==> src/irq_bank_params.svh <==
// register offsets, field positions and reset values of the interrupt flag and enable bank
`ifndef IRQ_BANK_PARAMS_SVH
`define IRQ_BANK_PARAMS_SVH

`define OFS_EDGE_SELECT     4'h0
`define OFS_CONTROL_A       4'h4
`define OFS_CONTROL_B       4'h8
`define OFS_SHARED_A        4'hC
`define OFS_EVT_STATUS      5'h10
`define OFS_EVT_MASK        5'h14

`define EDGE_PIN_B_HI       3
`define EDGE_PIN_A_HI       1
`define EDGE_MASK           8'h0F

`define CA_GLOBAL_EN        0
`define CA_PIN_A_EN         1
`define CA_PIN_B_EN         2
`define CA_TB0_EN           3
`define CA_PIN_A_FLAG       4
`define CA_PIN_B_FLAG       5
`define CA_TB0_FLAG         6
`define CA_MASK             8'h7F

`define CB_TB1_EN           0
`define CB_SV0_EN           1
`define CB_TB1_FLAG         4
`define CB_SV0_FLAG         5

`define SA_T0P              4
`define SA_T2P              6
`define SA_MASK_SMALL       8'h33
`define SA_MASK_LARGE       8'hFF

`define REG_RESET           8'h00
`define NUM_EVT             4
`define NUM_VEC             8

`endif

==> src/irq_bank_pkg.sv <==
// types shared by the interrupt flag and enable bank
package irq_bank_pkg;
    typedef enum logic [1:0] {
        EDGE_OFF     = 2'h0,
        EDGE_RISING  = 2'h1,
        EDGE_FALLING = 2'h2,
        EDGE_BOTH    = 2'h3
    } edge_mode_t;

    typedef enum logic [1:0] {
        BUS_IDLE = 2'h0,
        BUS_ACK  = 2'h1
    } bus_state_t;
endpackage

==> src/pin_edge_detect.sv <==
// external pin synchroniser with selectable trigger edge
`timescale 1ns/1ps
`include "irq_bank_params.svh"
module pin_edge_detect (
    input  wire logic                      clk_i,
    input  wire logic                      rst_i,
    input  wire logic                      ce_i,
    input  wire logic                      pin_i,
    input  wire irq_bank_pkg::edge_mode_t  mode_i,
    output logic                           edge_o
);
    logic sync_a;
    logic sync_b;
    logic prev;
    logic next_sync_a;
    logic next_sync_b;
    logic next_prev;

    always_comb begin
        next_sync_a = pin_i;
        next_sync_b = sync_a;
        next_prev   = sync_b;
        case (mode_i)
            irq_bank_pkg::EDGE_RISING:  edge_o = sync_b & ~prev;
            irq_bank_pkg::EDGE_FALLING: edge_o = ~sync_b & prev;
            irq_bank_pkg::EDGE_BOTH:    edge_o = sync_b ^ prev;
            default:                    edge_o = 1'b0;
        endcase
    end

    always_ff @(posedge clk_i) begin
        if (rst_i) begin
            sync_a <= 1'b0;
            sync_b <= 1'b0;
            prev   <= 1'b0;
        end else if (ce_i) begin
            sync_a <= next_sync_a;
            sync_b <= next_sync_b;
            prev   <= next_prev;
        end
    end
endmodule

==> src/vector_select.sv <==
// fixed-priority pick of the lowest-numbered pending and enabled vector
`timescale 1ns/1ps
`include "irq_bank_params.svh"
module vector_select (
    input  wire logic [`NUM_VEC-1:0] active_i,
    output logic                     any_o,
    output logic [2:0]               index_o
);
    always_comb begin
        any_o   = 1'b0;
        index_o = 3'h0;
        for (int i = `NUM_VEC - 1; i >= 0; i--) begin
            if (active_i[i]) begin
                any_o   = 1'b1;
                index_o = 3'(i);
            end
        end
    end
endmodule

==> src/mcu_interrupt_flag_enable_bank.sv <==
// interrupt request and enable register bank with classic wishbone slave
//
// Our own choices: the Wishbone interface to the registers and the register offsets.
`timescale 1ns/1ps
`include "irq_bank_params.svh"
module mcu_interrupt_flag_enable_bank #(
    parameter bit LARGE_PART = 1'b1
) (
    input  wire logic        clk_i,
    input  wire logic        rst_i,
    input  wire logic        ce_i,
    input  wire logic        cyc_i,
    input  wire logic        stb_i,
    input  wire logic        we_i,
    input  wire logic [4:0]  adr_i,
    input  wire logic [3:0]  sel_i,
    input  wire logic [31:0] dat_i,
    output logic [31:0]      dat_o,
    output logic             ack_o,
    input  wire logic        ext_irq_pin_a_i,
    input  wire logic        ext_irq_pin_b_i,
    input  wire logic        time_base_zero_evt_i,
    input  wire logic        time_base_one_evt_i,
    input  wire logic        timer_zero_cmp_p_evt_i,
    input  wire logic        timer_zero_cmp_a_evt_i,
    input  wire logic        timer_two_cmp_p_evt_i,
    input  wire logic        timer_two_cmp_a_evt_i,
    input  wire logic        shared_vec_one_src_i,
    input  wire logic        shared_vec_two_src_i,
    input  wire logic        service_enter_i,
    input  wire logic        service_done_i,
    output logic             core_irq_req_o,
    output logic [2:0]       core_irq_vector_o,
    output logic             irq_o
);
    logic [7:0] ext_edge_select;
    logic [7:0] primary_irq_control_a;
    logic [7:0] primary_irq_control_b;
    logic [7:0] shared_irq_group_a;
    logic [`NUM_EVT-1:0] evt_status;
    logic [`NUM_EVT-1:0] evt_mask;
    irq_bank_pkg::bus_state_t bus_state;
    logic [31:0] rd_data;

    logic [7:0] next_ext_edge_select;
    logic [7:0] next_control_a;
    logic [7:0] next_control_b;
    logic [7:0] next_shared_a;
    logic [`NUM_EVT-1:0] next_evt_status;
    logic [`NUM_EVT-1:0] next_evt_mask;
    irq_bank_pkg::bus_state_t next_bus_state;
    logic [31:0] next_rd_data;

    logic pin_a_edge;
    logic pin_b_edge;
    logic [`NUM_VEC-1:0] active;
    logic [2:0] pick;
    logic pick_any;
    logic wr_req;
    logic rd_req;

    // small part keeps only timer zero bits
    function automatic logic [7:0] shared_mask();
        return LARGE_PART ? `SA_MASK_LARGE : `SA_MASK_SMALL;
    endfunction

    // byte lane 0 carries every register; other lanes are ignored
    function automatic logic [7:0] wr_merge(input logic [7:0] cur, input logic [7:0] mask);
        return (sel_i[0] ? dat_i[7:0] : cur) & mask;
    endfunction

    pin_edge_detect u_pin_a (
        .clk_i  (clk_i),
        .rst_i  (rst_i),
        .ce_i   (ce_i),
        .pin_i  (ext_irq_pin_a_i),
        .mode_i (irq_bank_pkg::edge_mode_t'(ext_edge_select[`EDGE_PIN_A_HI -: 2])),
        .edge_o (pin_a_edge)
    );

    pin_edge_detect u_pin_b (
        .clk_i  (clk_i),
        .rst_i  (rst_i),
        .ce_i   (ce_i),
        .pin_i  (ext_irq_pin_b_i),
        .mode_i (irq_bank_pkg::edge_mode_t'(ext_edge_select[`EDGE_PIN_B_HI -: 2])),
        .edge_o (pin_b_edge)
    );

    // vector order follows priority: pin a first, shared vector two last
    always_comb begin
        active[0] = primary_irq_control_a[`CA_PIN_A_FLAG] & primary_irq_control_a[`CA_PIN_A_EN];
        active[1] = primary_irq_control_a[`CA_PIN_B_FLAG] & primary_irq_control_a[`CA_PIN_B_EN];
        active[2] = primary_irq_control_a[`CA_TB0_FLAG] & primary_irq_control_a[`CA_TB0_EN];
        active[3] = primary_irq_control_b[`CB_TB1_FLAG] & primary_irq_control_b[`CB_TB1_EN];
        for (int i = 0; i < 3; i++) begin
            active[4 + i] = primary_irq_control_b[`CB_SV0_FLAG + i] & primary_irq_control_b[`CB_SV0_EN + i];
        end
        active[7] = 1'b0;
    end

    vector_select u_pick (
        .active_i (active),
        .any_o    (pick_any),
        .index_o  (pick)
    );

    assign core_irq_req_o    = pick_any & primary_irq_control_a[`CA_GLOBAL_EN];
    assign core_irq_vector_o = pick;
    assign irq_o             = |(evt_status & evt_mask);
    assign ack_o             = (bus_state == irq_bank_pkg::BUS_ACK);
    assign dat_o             = rd_data;
    assign wr_req            = cyc_i & stb_i & we_i & (bus_state == irq_bank_pkg::BUS_IDLE) & ce_i;
    assign rd_req            = cyc_i & stb_i & ~we_i & (bus_state == irq_bank_pkg::BUS_IDLE) & ce_i;

    always_comb begin
        logic [7:0] sa_evt;
        logic [7:0] ca_evt;
        logic [7:0] cb_evt;
        sa_evt = 8'h00;
        ca_evt = 8'h00;
        cb_evt = 8'h00;
        next_ext_edge_select = ext_edge_select;
        next_control_a       = primary_irq_control_a;
        next_control_b       = primary_irq_control_b;
        next_shared_a        = shared_irq_group_a;
        next_evt_status      = evt_status;
        next_evt_mask        = evt_mask;
        next_bus_state       = irq_bank_pkg::BUS_IDLE;
        next_rd_data         = rd_data;

        // flags rise whatever their enable says
        sa_evt[`SA_T0P]     = timer_zero_cmp_p_evt_i;
        sa_evt[`SA_T0P + 1] = timer_zero_cmp_a_evt_i;
        sa_evt[`SA_T2P]     = timer_two_cmp_p_evt_i;
        sa_evt[`SA_T2P + 1] = timer_two_cmp_a_evt_i;
        sa_evt              = sa_evt & shared_mask();
        ca_evt[`CA_PIN_A_FLAG] = pin_a_edge;
        ca_evt[`CA_PIN_B_FLAG] = pin_b_edge;
        ca_evt[`CA_TB0_FLAG]   = time_base_zero_evt_i;
        cb_evt[`CB_TB1_FLAG]   = time_base_one_evt_i;
        // shared vector zero follows its enabled sub-sources; one and two come from other groups
        cb_evt[`CB_SV0_FLAG]     = |(shared_irq_group_a[7:4] & shared_irq_group_a[3:0]);
        cb_evt[`CB_SV0_FLAG + 1] = shared_vec_one_src_i;
        cb_evt[`CB_SV0_FLAG + 2] = shared_vec_two_src_i;

        if (wr_req) begin
            next_bus_state = irq_bank_pkg::BUS_ACK;
            case (adr_i)
                5'(`OFS_EDGE_SELECT): next_ext_edge_select = wr_merge(ext_edge_select, `EDGE_MASK);
                5'(`OFS_CONTROL_A):   next_control_a = wr_merge(primary_irq_control_a, `CA_MASK);
                5'(`OFS_CONTROL_B):   next_control_b = wr_merge(primary_irq_control_b, 8'hFF);
                5'(`OFS_SHARED_A):    next_shared_a = wr_merge(shared_irq_group_a, shared_mask());
                `OFS_EVT_STATUS: begin
                    if (sel_i[0]) begin
                        next_evt_status = evt_status & ~dat_i[`NUM_EVT-1:0];
                    end
                end
                `OFS_EVT_MASK: begin
                    if (sel_i[0]) begin
                        next_evt_mask = dat_i[`NUM_EVT-1:0];
                    end
                end
                default: next_bus_state = irq_bank_pkg::BUS_ACK;
            endcase
        end else if (rd_req) begin
            next_bus_state = irq_bank_pkg::BUS_ACK;
            case (adr_i)
                5'(`OFS_EDGE_SELECT): next_rd_data = {24'h000000, ext_edge_select};
                5'(`OFS_CONTROL_A):   next_rd_data = {24'h000000, primary_irq_control_a};
                5'(`OFS_CONTROL_B):   next_rd_data = {24'h000000, primary_irq_control_b};
                5'(`OFS_SHARED_A):    next_rd_data = {24'h000000, shared_irq_group_a};
                `OFS_EVT_STATUS:      next_rd_data = {28'h0000000, evt_status};
                `OFS_EVT_MASK:        next_rd_data = {28'h0000000, evt_mask};
                default:              next_rd_data = 32'h00000000;
            endcase
        end

        // on service entry the served pin or time-base flag drops and global enable clears
        if (service_enter_i & core_irq_req_o) begin
            next_control_a[`CA_GLOBAL_EN] = 1'b0;
            case (pick)
                3'h0: next_control_a[`CA_PIN_A_FLAG] = 1'b0;
                3'h1: next_control_a[`CA_PIN_B_FLAG] = 1'b0;
                3'h2: next_control_a[`CA_TB0_FLAG] = 1'b0;
                3'h3: next_control_b[`CB_TB1_FLAG] = 1'b0;
                // shared flags are left for software to clear
                default: ;
            endcase
        end

        // set wins over any clear in the same cycle
        next_shared_a   = next_shared_a | sa_evt;
        next_control_a  = next_control_a | ca_evt;
        next_control_b  = next_control_b | cb_evt;
        next_evt_status = next_evt_status | {service_done_i, service_enter_i & core_irq_req_o,
                                             |cb_evt[7:4], |ca_evt[6:4]};
    end

    always_ff @(posedge clk_i) begin
        if (rst_i) begin
            ext_edge_select       <= `REG_RESET;
            primary_irq_control_a <= `REG_RESET;
            primary_irq_control_b <= `REG_RESET;
            shared_irq_group_a    <= `REG_RESET;
            evt_status            <= '0;
            evt_mask              <= '0;
            bus_state             <= irq_bank_pkg::BUS_IDLE;
            rd_data               <= 32'h00000000;
        end else if (ce_i) begin
            ext_edge_select       <= next_ext_edge_select;
            primary_irq_control_a <= next_control_a;
            primary_irq_control_b <= next_control_b;
            shared_irq_group_a    <= next_shared_a;
            evt_status            <= next_evt_status;
            evt_mask              <= next_evt_mask;
            bus_state             <= next_bus_state;
            rd_data               <= next_rd_data;
        end
    end
endmodule

==> config.mk <==
export PLATFORM = sky130hd
export DESIGN_NAME = mcu_interrupt_flag_enable_bank
export DESIGN_NICKNAME = d
export VERILOG_FILES = /design/src/irq_bank_pkg.sv /design/src/pin_edge_detect.sv /design/src/vector_select.sv /design/src/mcu_interrupt_flag_enable_bank.sv
export VERILOG_INCLUDE_DIRS = /design/src
export SDC_FILE = /design/constraint.sdc
export NUM_CORES = 1
export LEC_CHECK = 0
export BUFFER_PORTS_ARGS = -buffer_cell sky130_fd_sc_hd__buf_2
export CAP_MARGIN = 20
export CORE_ASPECT_RATIO = 1.2
export CORE_UTILIZATION = 30
export CTS_CLUSTER_DIAMETER = 150
export DETAILED_ROUTE_END_ITERATION = 7
export GPL_TIMING_DRIVEN = 0
export PLACE_DENSITY = 0.55
export SETUP_SLACK_MARGIN = 0.02
export SLEW_MARGIN = 20
export SYNTH_ARGS = -nofsm -noshare
export SYNTH_HDL_FRONTEND = slang
export SYNTH_SLANG_ARGS = --single-unit
==> constraint.sdc <==
create_clock -name clk_i -period 4.4 [get_ports clk_i]
set_input_delay 0.22 -clock clk_i [delete_from_list [all_inputs] [get_ports clk_i]]
set_output_delay 0.22 -clock clk_i [all_outputs]
set_load 0.02 [all_outputs]
## Word-level counts from Yosys, hierarchy flattened

Cells that the tools add are included.

| word-level totals | value |
|---|---|
| flip-flop bits (word level) | 76 |
| bits of input ports | 59 |
| output and inout bits | 38 |
| logic and storage cells | 113 |

| cells by class | value |
|---|---|
| eq/ne operators | 15 |
| multiplexer cells | 38 |
| bitwise gates (word level) | 36 |
| reduce and logical (&&, ||, !) cells | 10 |

Operators with widths:

| kind | number |
|---|---|
| 2-to-1 mux 8 bit | 8 |
| case mux 8 bit (6 select lines) | 1 |
| 2-to-1 mux 3 bit | 8 |
| bitwise AND 1 bit | 20 |
| OR 8 bit | 2 |
| 2-to-1 mux 1 bit | 15 |
| bitwise AND 4 bit | 3 |
| 2-to-1 mux 4 bit | 3 |
| equality test 5 x 4 -> 1 bit (second input constant) | 2 |
| equality test 5 bit (second input constant) | 2 |
| equality test 2 bit (second input constant) | 4 |
| OR 8 x 7 -> 8 bit | 1 |
| AND reduction 4 bit | 2 |
| OR reduction 4 bit | 2 |
| 2-to-1 mux 7 bit | 1 |
| OR reduction 7 bit | 1 |
| equality test 2 x 1 -> 1 bit (second input constant) | 3 |
| equality test 3 x 2 -> 1 bit (second input constant) | 2 |
| inverter 1 bit | 6 |
| case mux 1 bit (3 select lines) | 2 |
| equality test 5 x 3 -> 1 bit (second input constant) | 1 |
| zero test 5 bit | 1 |
| inverter 4 bit | 1 |
| OR 4 bit | 1 |
| 6 further kinds | 7 |

## Depth between registers and ports, before layout

| depth | value |
|---|---|
| word-level depth | 12 |
| gate-level depth with buffers | 7 |
| depth with buffers taken out | 7 |

## Cells and area by module

From an unflattened synthesis, not the netlist that was laid out.

| unflattened totals | value |
|---|---|
| cell total of the unflattened synthesis | 327 |
| area, all modules | 2991.6 µm² |

By module, submodules not included:

| module | times used | cells an instance | area each (µm²) | sequential area each (µm²) |
|---|---|---|---|---|
| mcu_interrupt_flag_enable_bank | 1 | 278 | 2591.2 | 880.8 |
| pin_edge_detect | 2 | 18 | 160.2 | 60.1 |
| vector_select | 1 | 13 | 80.1 | 0.0 |

## Worst setup path after synthesis

OpenSTA, ideal clock, no wires.

| path | value |
|---|---|
| path type | reg-to-reg |
| from | reg bus_state[0] |
| to | reg primary_irq_control_a[5] |
| setup time | 0.132 ns |
| arrival time | 1.757 ns |
| required time | 4.268 ns |
| slack | 2.511 ns |
| stages on the path, launching flop included | 7 |
| buffers on the path | 1 |
| period minus slack after synthesis | 1.889 ns |
| cell sequence | dfxtp_1 -> nand4b_1 -> and4bb_2 -> buf_4 -> mux2_2 -> nor3_1 -> nor3_1 |

| between the ends | value |
|---|---|
| word-level cells in the longest chain between the ends | 7 |

RTL lines:

| element | RTL line | text |
|---|---|---|
| start, declared | mcu_interrupt_flag_enable_bank.sv:42 | `irq_bank_pkg::bus_state_t bus_state;` |
| start signal, assigned | mcu_interrupt_flag_enable_bank.sv:208 | `bus_state <= irq_bank_pkg::BUS_IDLE;` |
| start signal, assigned | mcu_interrupt_flag_enable_bank.sv:217 | `bus_state <= next_bus_state;` |
| zero test 2 bit * | mcu_interrupt_flag_enable_bank.sv:113 | `assign wr_req = cyc_i & stb_i & we_i & (bus_state == irq_bank_pkg::BUS_IDLE) & ce_i;` |
| bitwise AND 1 bit * (2 in series) | mcu_interrupt_flag_enable_bank.sv:113 |  |
| 2-to-1 mux 8 bit * | mcu_interrupt_flag_enable_bank.sv:147 | `if (wr_req) begin` |
| 2-to-1 mux 1 bit | mcu_interrupt_flag_enable_bank.sv:182 | `case (pick)` |
| 2-to-1 mux 3 bit * | mcu_interrupt_flag_enable_bank.sv:180 | `if (service_enter_i & core_irq_req_o) begin` |
| OR 8 x 7 -> 8 bit * | mcu_interrupt_flag_enable_bank.sv:194 | `next_control_a = next_control_a \| ca_evt;` |
| end signal, assigned | mcu_interrupt_flag_enable_bank.sv:203 | `` primary_irq_control_a <= `REG_RESET; `` |
| end signal, assigned | mcu_interrupt_flag_enable_bank.sv:212 | `primary_irq_control_a <= next_control_a;` |
| end, declared | mcu_interrupt_flag_enable_bank.sv:37 | `logic [7:0] primary_irq_control_a;` |

Mark *: on every way between the ends. The rest lies on a longest branch, timed or not.
A chain may end at the register's enable or synchronous reset.

## Worst setup path after layout

Same ends and word-level chain as after synthesis.

==> results.md <==
GRT:
- Global routing used 16.5% of the available tracks across all layers.
- The initial antenna violation count is 0.
- The first global-routing pass estimated 11,700 um of wire.
- The largest net degree at the start of global routing is 17.
- The leftover overflow at the end of global routing is 0.
- The number of global-route vias before repair came to 2,234.

Detailed routing:
- The wire length after detailed routing is 7610 um.
- The post-route antenna net violation count is 0.
- The pre-antenna-repair detailed-routing pass consisted of 4 iterations.
- Across all layers, the routed design uses 2,449 vias.
- In the final routed layout, each cell accounts on average for 14.9 um.
- In this run, the number of DRC markers left after iteration 0 of detailed routing was 106.
- The number of design rule violations left after detail routing is 0.
- Using the TritonRoute via totals, the vias-per-cell ratio works out to 4.78.

Die:
- The floorplan step set the die width to 89.4 um.
- The die span in y is 107 um.
- The floorplan row count is 37.
- The core area is 0.00875 sq mm.
- The die covers 0.00956 sq mm.
- The initial utilization of the core area, before any placement, comes to 31.4%.
- The number of placed I/O pins is 97.

STA:
- Final hold analysis gives a worst-case slack of 0.158 ns.
- The fmax is 0.474 GHz.
- Setup repair after global routing left no endpoint under its margin.
- The worst slew slack as a fraction of its limit is 46.5%.
- The number of endpoints failing setup at the final stage is 0.
- Across the routed clock network, the largest skew measured is 0.00991 ns.
- The max-slew violation count is 0.
- The post-route setup TNS is 0 ns.
- The number of endpoints with negative hold slack in the final report came to 0.
- The period utilization is 47.9%.
- The pin slew with the least headroom to its limit is 0.791 ns.
- The worst path in the final design needs a cycle of 2.11 ns, including I/O delays and setup.

Power and ir drop:
- Cell internal power was estimated by the tool at 689 uW.
- Of the total power, the clock network draws 35.2%.
- The power density over cell area is 283 mW/mm^2.
- Power comes to 938 uW.
- The switching part of the total power is 26.5%.
- The analysis attributes to cell leakage a power of 1.42 nW.
- The net switching power of the design is 249 uW.
- Registers are responsible for 50.9% of the overall power.
- The worst vdd rail ir drop is 130 uV.
- The share of total power in combinational logic is 13.9%.

Clock tree:
- Buffers inserted during clock tree synthesis total 5.
- TritonCTS built the clock tree.
- The clock net in this run drives a total of 50 sinks.
- Buffers added to address setup during post-CTS repair amount to 0.
- In this run, post-CTS repair resized a total of 0 instances.
- The maximum root-to-sink buffer count is 2.
- The clock latency on the worst-skew pair is 0.31 ns.
- The number of levels in the clock H-tree is 2.
- After clock tree synthesis, the flow added hold-fix buffers numbering 0.
- The cell sitting at the root of the clock tree is a sky130_fd_sc_hd__clkbuf_8.
- The clock input transition at the sequential cells of the worst setup and hold paths is 0.10 ns.

Critical path:
- Broken down by cell family, the worst path's largest delay share belongs to simple AND/OR/NAND/NOR gates.
- At the worst endpoint, the arrival time is 2.28 ns.
- The critical path in this run is classified as reg -> reg.
- STA classifies the critical path startpoint as a register.
- The most used cell along the critical path is sky130_fd_sc_hd__nor3_1.
- The cell with the biggest individual delay on the critical path is sky130_fd_sc_hd__nand4b_1.
- Of all nets on the critical path, the largest fanout is 9.
- The worst setup path is captured at a register.
- Measured in cells, the most critical reg-to-reg path has a length of 6.
- For this run, the slowest stage of the critical path takes 0.41 ns.
- For the worst setup path, the data required time is 4.57 ns.
- The critical path runs through a total of 6 cells.
- The buffer and inverter count on the worst path is 1.
- Traced cell by cell, the critical path runs through nand4b_1 -> and4bb_2 -> buf_4 -> mux2_2 -> nor3_1 -> nor3_1.

Outcome:
- The flow ran to the end, and the final reports show no timing, DRC or antenna violations.

Synth:
- Synthesis produced a netlist whose cell count is 321.
- After synthesis, the share of flip-flops with an asynchronous set or reset is 0%.
- Counting flops with a built-in enable in the synthesized netlist gives 0.
- Summing every instance area after synthesis gives 0.00275 sq mm.
- The most frequently used flop master after synthesis is sky130_fd_sc_hd__dfxtp_1.
- The mean post-synth cell area is 8.57 sq um.
- The Yosys warning count is 0.
- The sequential share of the synthesized area is 36.4%.
- The synthesized netlist contains 43 unique library cells.
- The total of flip-flops plus latches after synthesis is 50.

Placement:
- Buffers placed on the I/O ports in this run total 43.
- The sum of net half-perimeters after detailed placement is 5880 um.
- At the end of routability-driven placement, the weighted congestion stood at 0.902.

Final layout:
- The layout cell share with drive strength beyond 1 is 23.3%.
- The count of inserted antenna diode cells is 0.
- The final net count is 457.
- Counting the fill cells in the layout gives 925.
- From synthesis to final layout, the design area changed by 20.4%.

Min path:
- The tightest min-delay check is of the in -> reg type.
- The cell depth of the worst min-delay path is 3.

Flow run:
- The max capacitance violation total is 0.
## per-stage QoR
step	cells	cell area, sq um	utilization [%]	worst slack, ns
CTS	512	3310	37.8	2.26
global placement	504	3200	36.6	2.30
global route	512	3310	37.8	2.13
detailed placement	504	3200	36.6	2.29
finish	512	3310	37.8	2.29
floorplan	344	2840	-	2.51
## cells in the mapped netlist, types with 2 or more instances
cell | number | area [sq um]
sky130_fd_sc_hd__a211oi_1 | 3 | 22.5
sky130_fd_sc_hd__a21oi_1 | 16 | 80.1
sky130_fd_sc_hd__a221oi_1 | 6 | 52.6
sky130_fd_sc_hd__a22o_1 | 2 | 17.5
sky130_fd_sc_hd__a22oi_1 | 7 | 52.6
sky130_fd_sc_hd__a31oi_1 | 2 | 12.5
sky130_fd_sc_hd__and2_1 | 2 | 12.5
sky130_fd_sc_hd__buf_4 | 28 | 210
sky130_fd_sc_hd__buf_6 | 2 | 22.5
sky130_fd_sc_hd__clkbuf_1 | 9 | 33.8
sky130_fd_sc_hd__dfxtp_1 | 50 | 1000
sky130_fd_sc_hd__ha_1 | 4 | 50.1
sky130_fd_sc_hd__inv_1 | 8 | 30.0
sky130_fd_sc_hd__mux2_2 | 6 | 67.6
sky130_fd_sc_hd__mux2i_1 | 38 | 380
sky130_fd_sc_hd__nand2_1 | 28 | 105
sky130_fd_sc_hd__nand2b_1 | 2 | 12.5
sky130_fd_sc_hd__nand3_1 | 8 | 40.0
sky130_fd_sc_hd__nand4_1 | 4 | 25.0
sky130_fd_sc_hd__nor2_1 | 43 | 161
sky130_fd_sc_hd__nor2b_1 | 9 | 56.3
sky130_fd_sc_hd__nor3_1 | 12 | 60.1
sky130_fd_sc_hd__o21ai_0 | 7 | 35.0
sky130_fd_sc_hd__o22ai_1 | 4 | 25.0
sky130_fd_sc_hd__o32ai_1 | 3 | 26.3
## sequential cells by signal, summed over array words and instances, names as in the netlist
name,cells
dat_o,8
primary_irq_control_b,8
shared_irq_group_a,8
primary_irq_control_a,7
evt_mask,4
evt_status,4
ext_edge_select,4
bus_state,1
u_pin_a.next_prev,1
u_pin_a.next_sync_b,1
u_pin_a.prev,1
u_pin_b.next_prev,1
u_pin_b.next_sync_b,1
u_pin_b.prev,1
## worst paths after layout
| path | slack [ns] | to | startpoint |
|---|---|---|---|
| setup / recovery | 2.29 | primary_irq_control_a[5] | bus_state[0] |
| hold / removal | 0.16 | u_pin_a.next_sync_b | ext_irq_pin_a_i |
| setup reg to reg | 2.29 | primary_irq_control_a[5] | bus_state[0] |
| hold reg to reg | 0.45 | dat_o[3] | dat_o[3] |
## cell type report
| cell class | count | area, sq um | share of cell area (%) |
|---|---|---|---|
| tap | 117 | 146 | 4.42 |
| clock buffer | 5 | 68.8 | 2.08 |
| sequential | 50 | 1000 | 30.2 |
| timing repair buffer | 43 | 215 | 6.50 |
| inverter | 8 | 30.0 | 0.907 |
| buffer | 40 | 272 | 8.20 |
| clock inverter | 3 | 43.8 | 1.32 |
| multi-input combinational | 246 | 1530 | 46.3 |
## layout by cell type, fill, tap and decap left out, types with 3 or more instances in the layout
cell type | netlist | layout
sky130_fd_sc_hd__dfxtp_1 | 50 | 50
sky130_fd_sc_hd__buf_2 | 1 | 44
sky130_fd_sc_hd__nor2_1 | 43 | 43
sky130_fd_sc_hd__mux2i_1 | 38 | 38
sky130_fd_sc_hd__nand2_1 | 28 | 28
sky130_fd_sc_hd__buf_4 | 28 | 28
sky130_fd_sc_hd__conb_1 | 1 | 24
sky130_fd_sc_hd__a21oi_1 | 16 | 16
sky130_fd_sc_hd__nor3_1 | 12 | 12
sky130_fd_sc_hd__clkbuf_1 | 9 | 9
sky130_fd_sc_hd__nor2b_1 | 9 | 9
sky130_fd_sc_hd__inv_1 | 8 | 8
sky130_fd_sc_hd__nand3_1 | 8 | 8
sky130_fd_sc_hd__a22oi_1 | 7 | 7
sky130_fd_sc_hd__o21ai_0 | 7 | 7
sky130_fd_sc_hd__mux2_2 | 6 | 6
sky130_fd_sc_hd__a221oi_1 | 6 | 6
sky130_fd_sc_hd__clkbuf_8 | 0 | 5
sky130_fd_sc_hd__nand4_1 | 4 | 4
sky130_fd_sc_hd__o22ai_1 | 4 | 4
sky130_fd_sc_hd__ha_1 | 4 | 4
sky130_fd_sc_hd__o32ai_1 | 3 | 3
sky130_fd_sc_hd__a211oi_1 | 3 | 3
## cell families after synthesis
logic type | synth area share, %
buffers and inverters | 11.0
AOI/OAI and AO/OA | 13.3
adders and majority gates | 1.82
other | 0.136
and+or+nand+nor | 21.1
muxes | 16.3
DFF | 36.4
## per-layer routing
layer  wire [um]  vias to the layer above  GRT usage, %
li1            -                     1237             -
met1        3450                     1131          21.5
met2        3680                       71          28.1
met3         386                       10          2.62
met4          99                        0          4.31
met5           0                        -             0
## worst reg2reg max path, cell delays in order, from the launching register on
cell,delay [ns]
sky130_fd_sc_hd__dfxtp_1,0.34
sky130_fd_sc_hd__nand4b_1,0.41
sky130_fd_sc_hd__and4bb_2,0.41
sky130_fd_sc_hd__buf_4,0.19
sky130_fd_sc_hd__mux2_2,0.36
sky130_fd_sc_hd__nor3_1,0.19
sky130_fd_sc_hd__nor3_1,0.07
## power by group through the flow
stage	Clock, mW	Sequential (mW)	Combinational [mW]
after floorplan	0	0.485	0.0900
after global placement	0	0.488	0.128
after detailed placement	0	0.488	0.129
after CTS	0.347	0.478	0.130
after global routing	0.361	0.479	0.144
final	0.330	0.478	0.130
(Power assumes the default switching activity.)
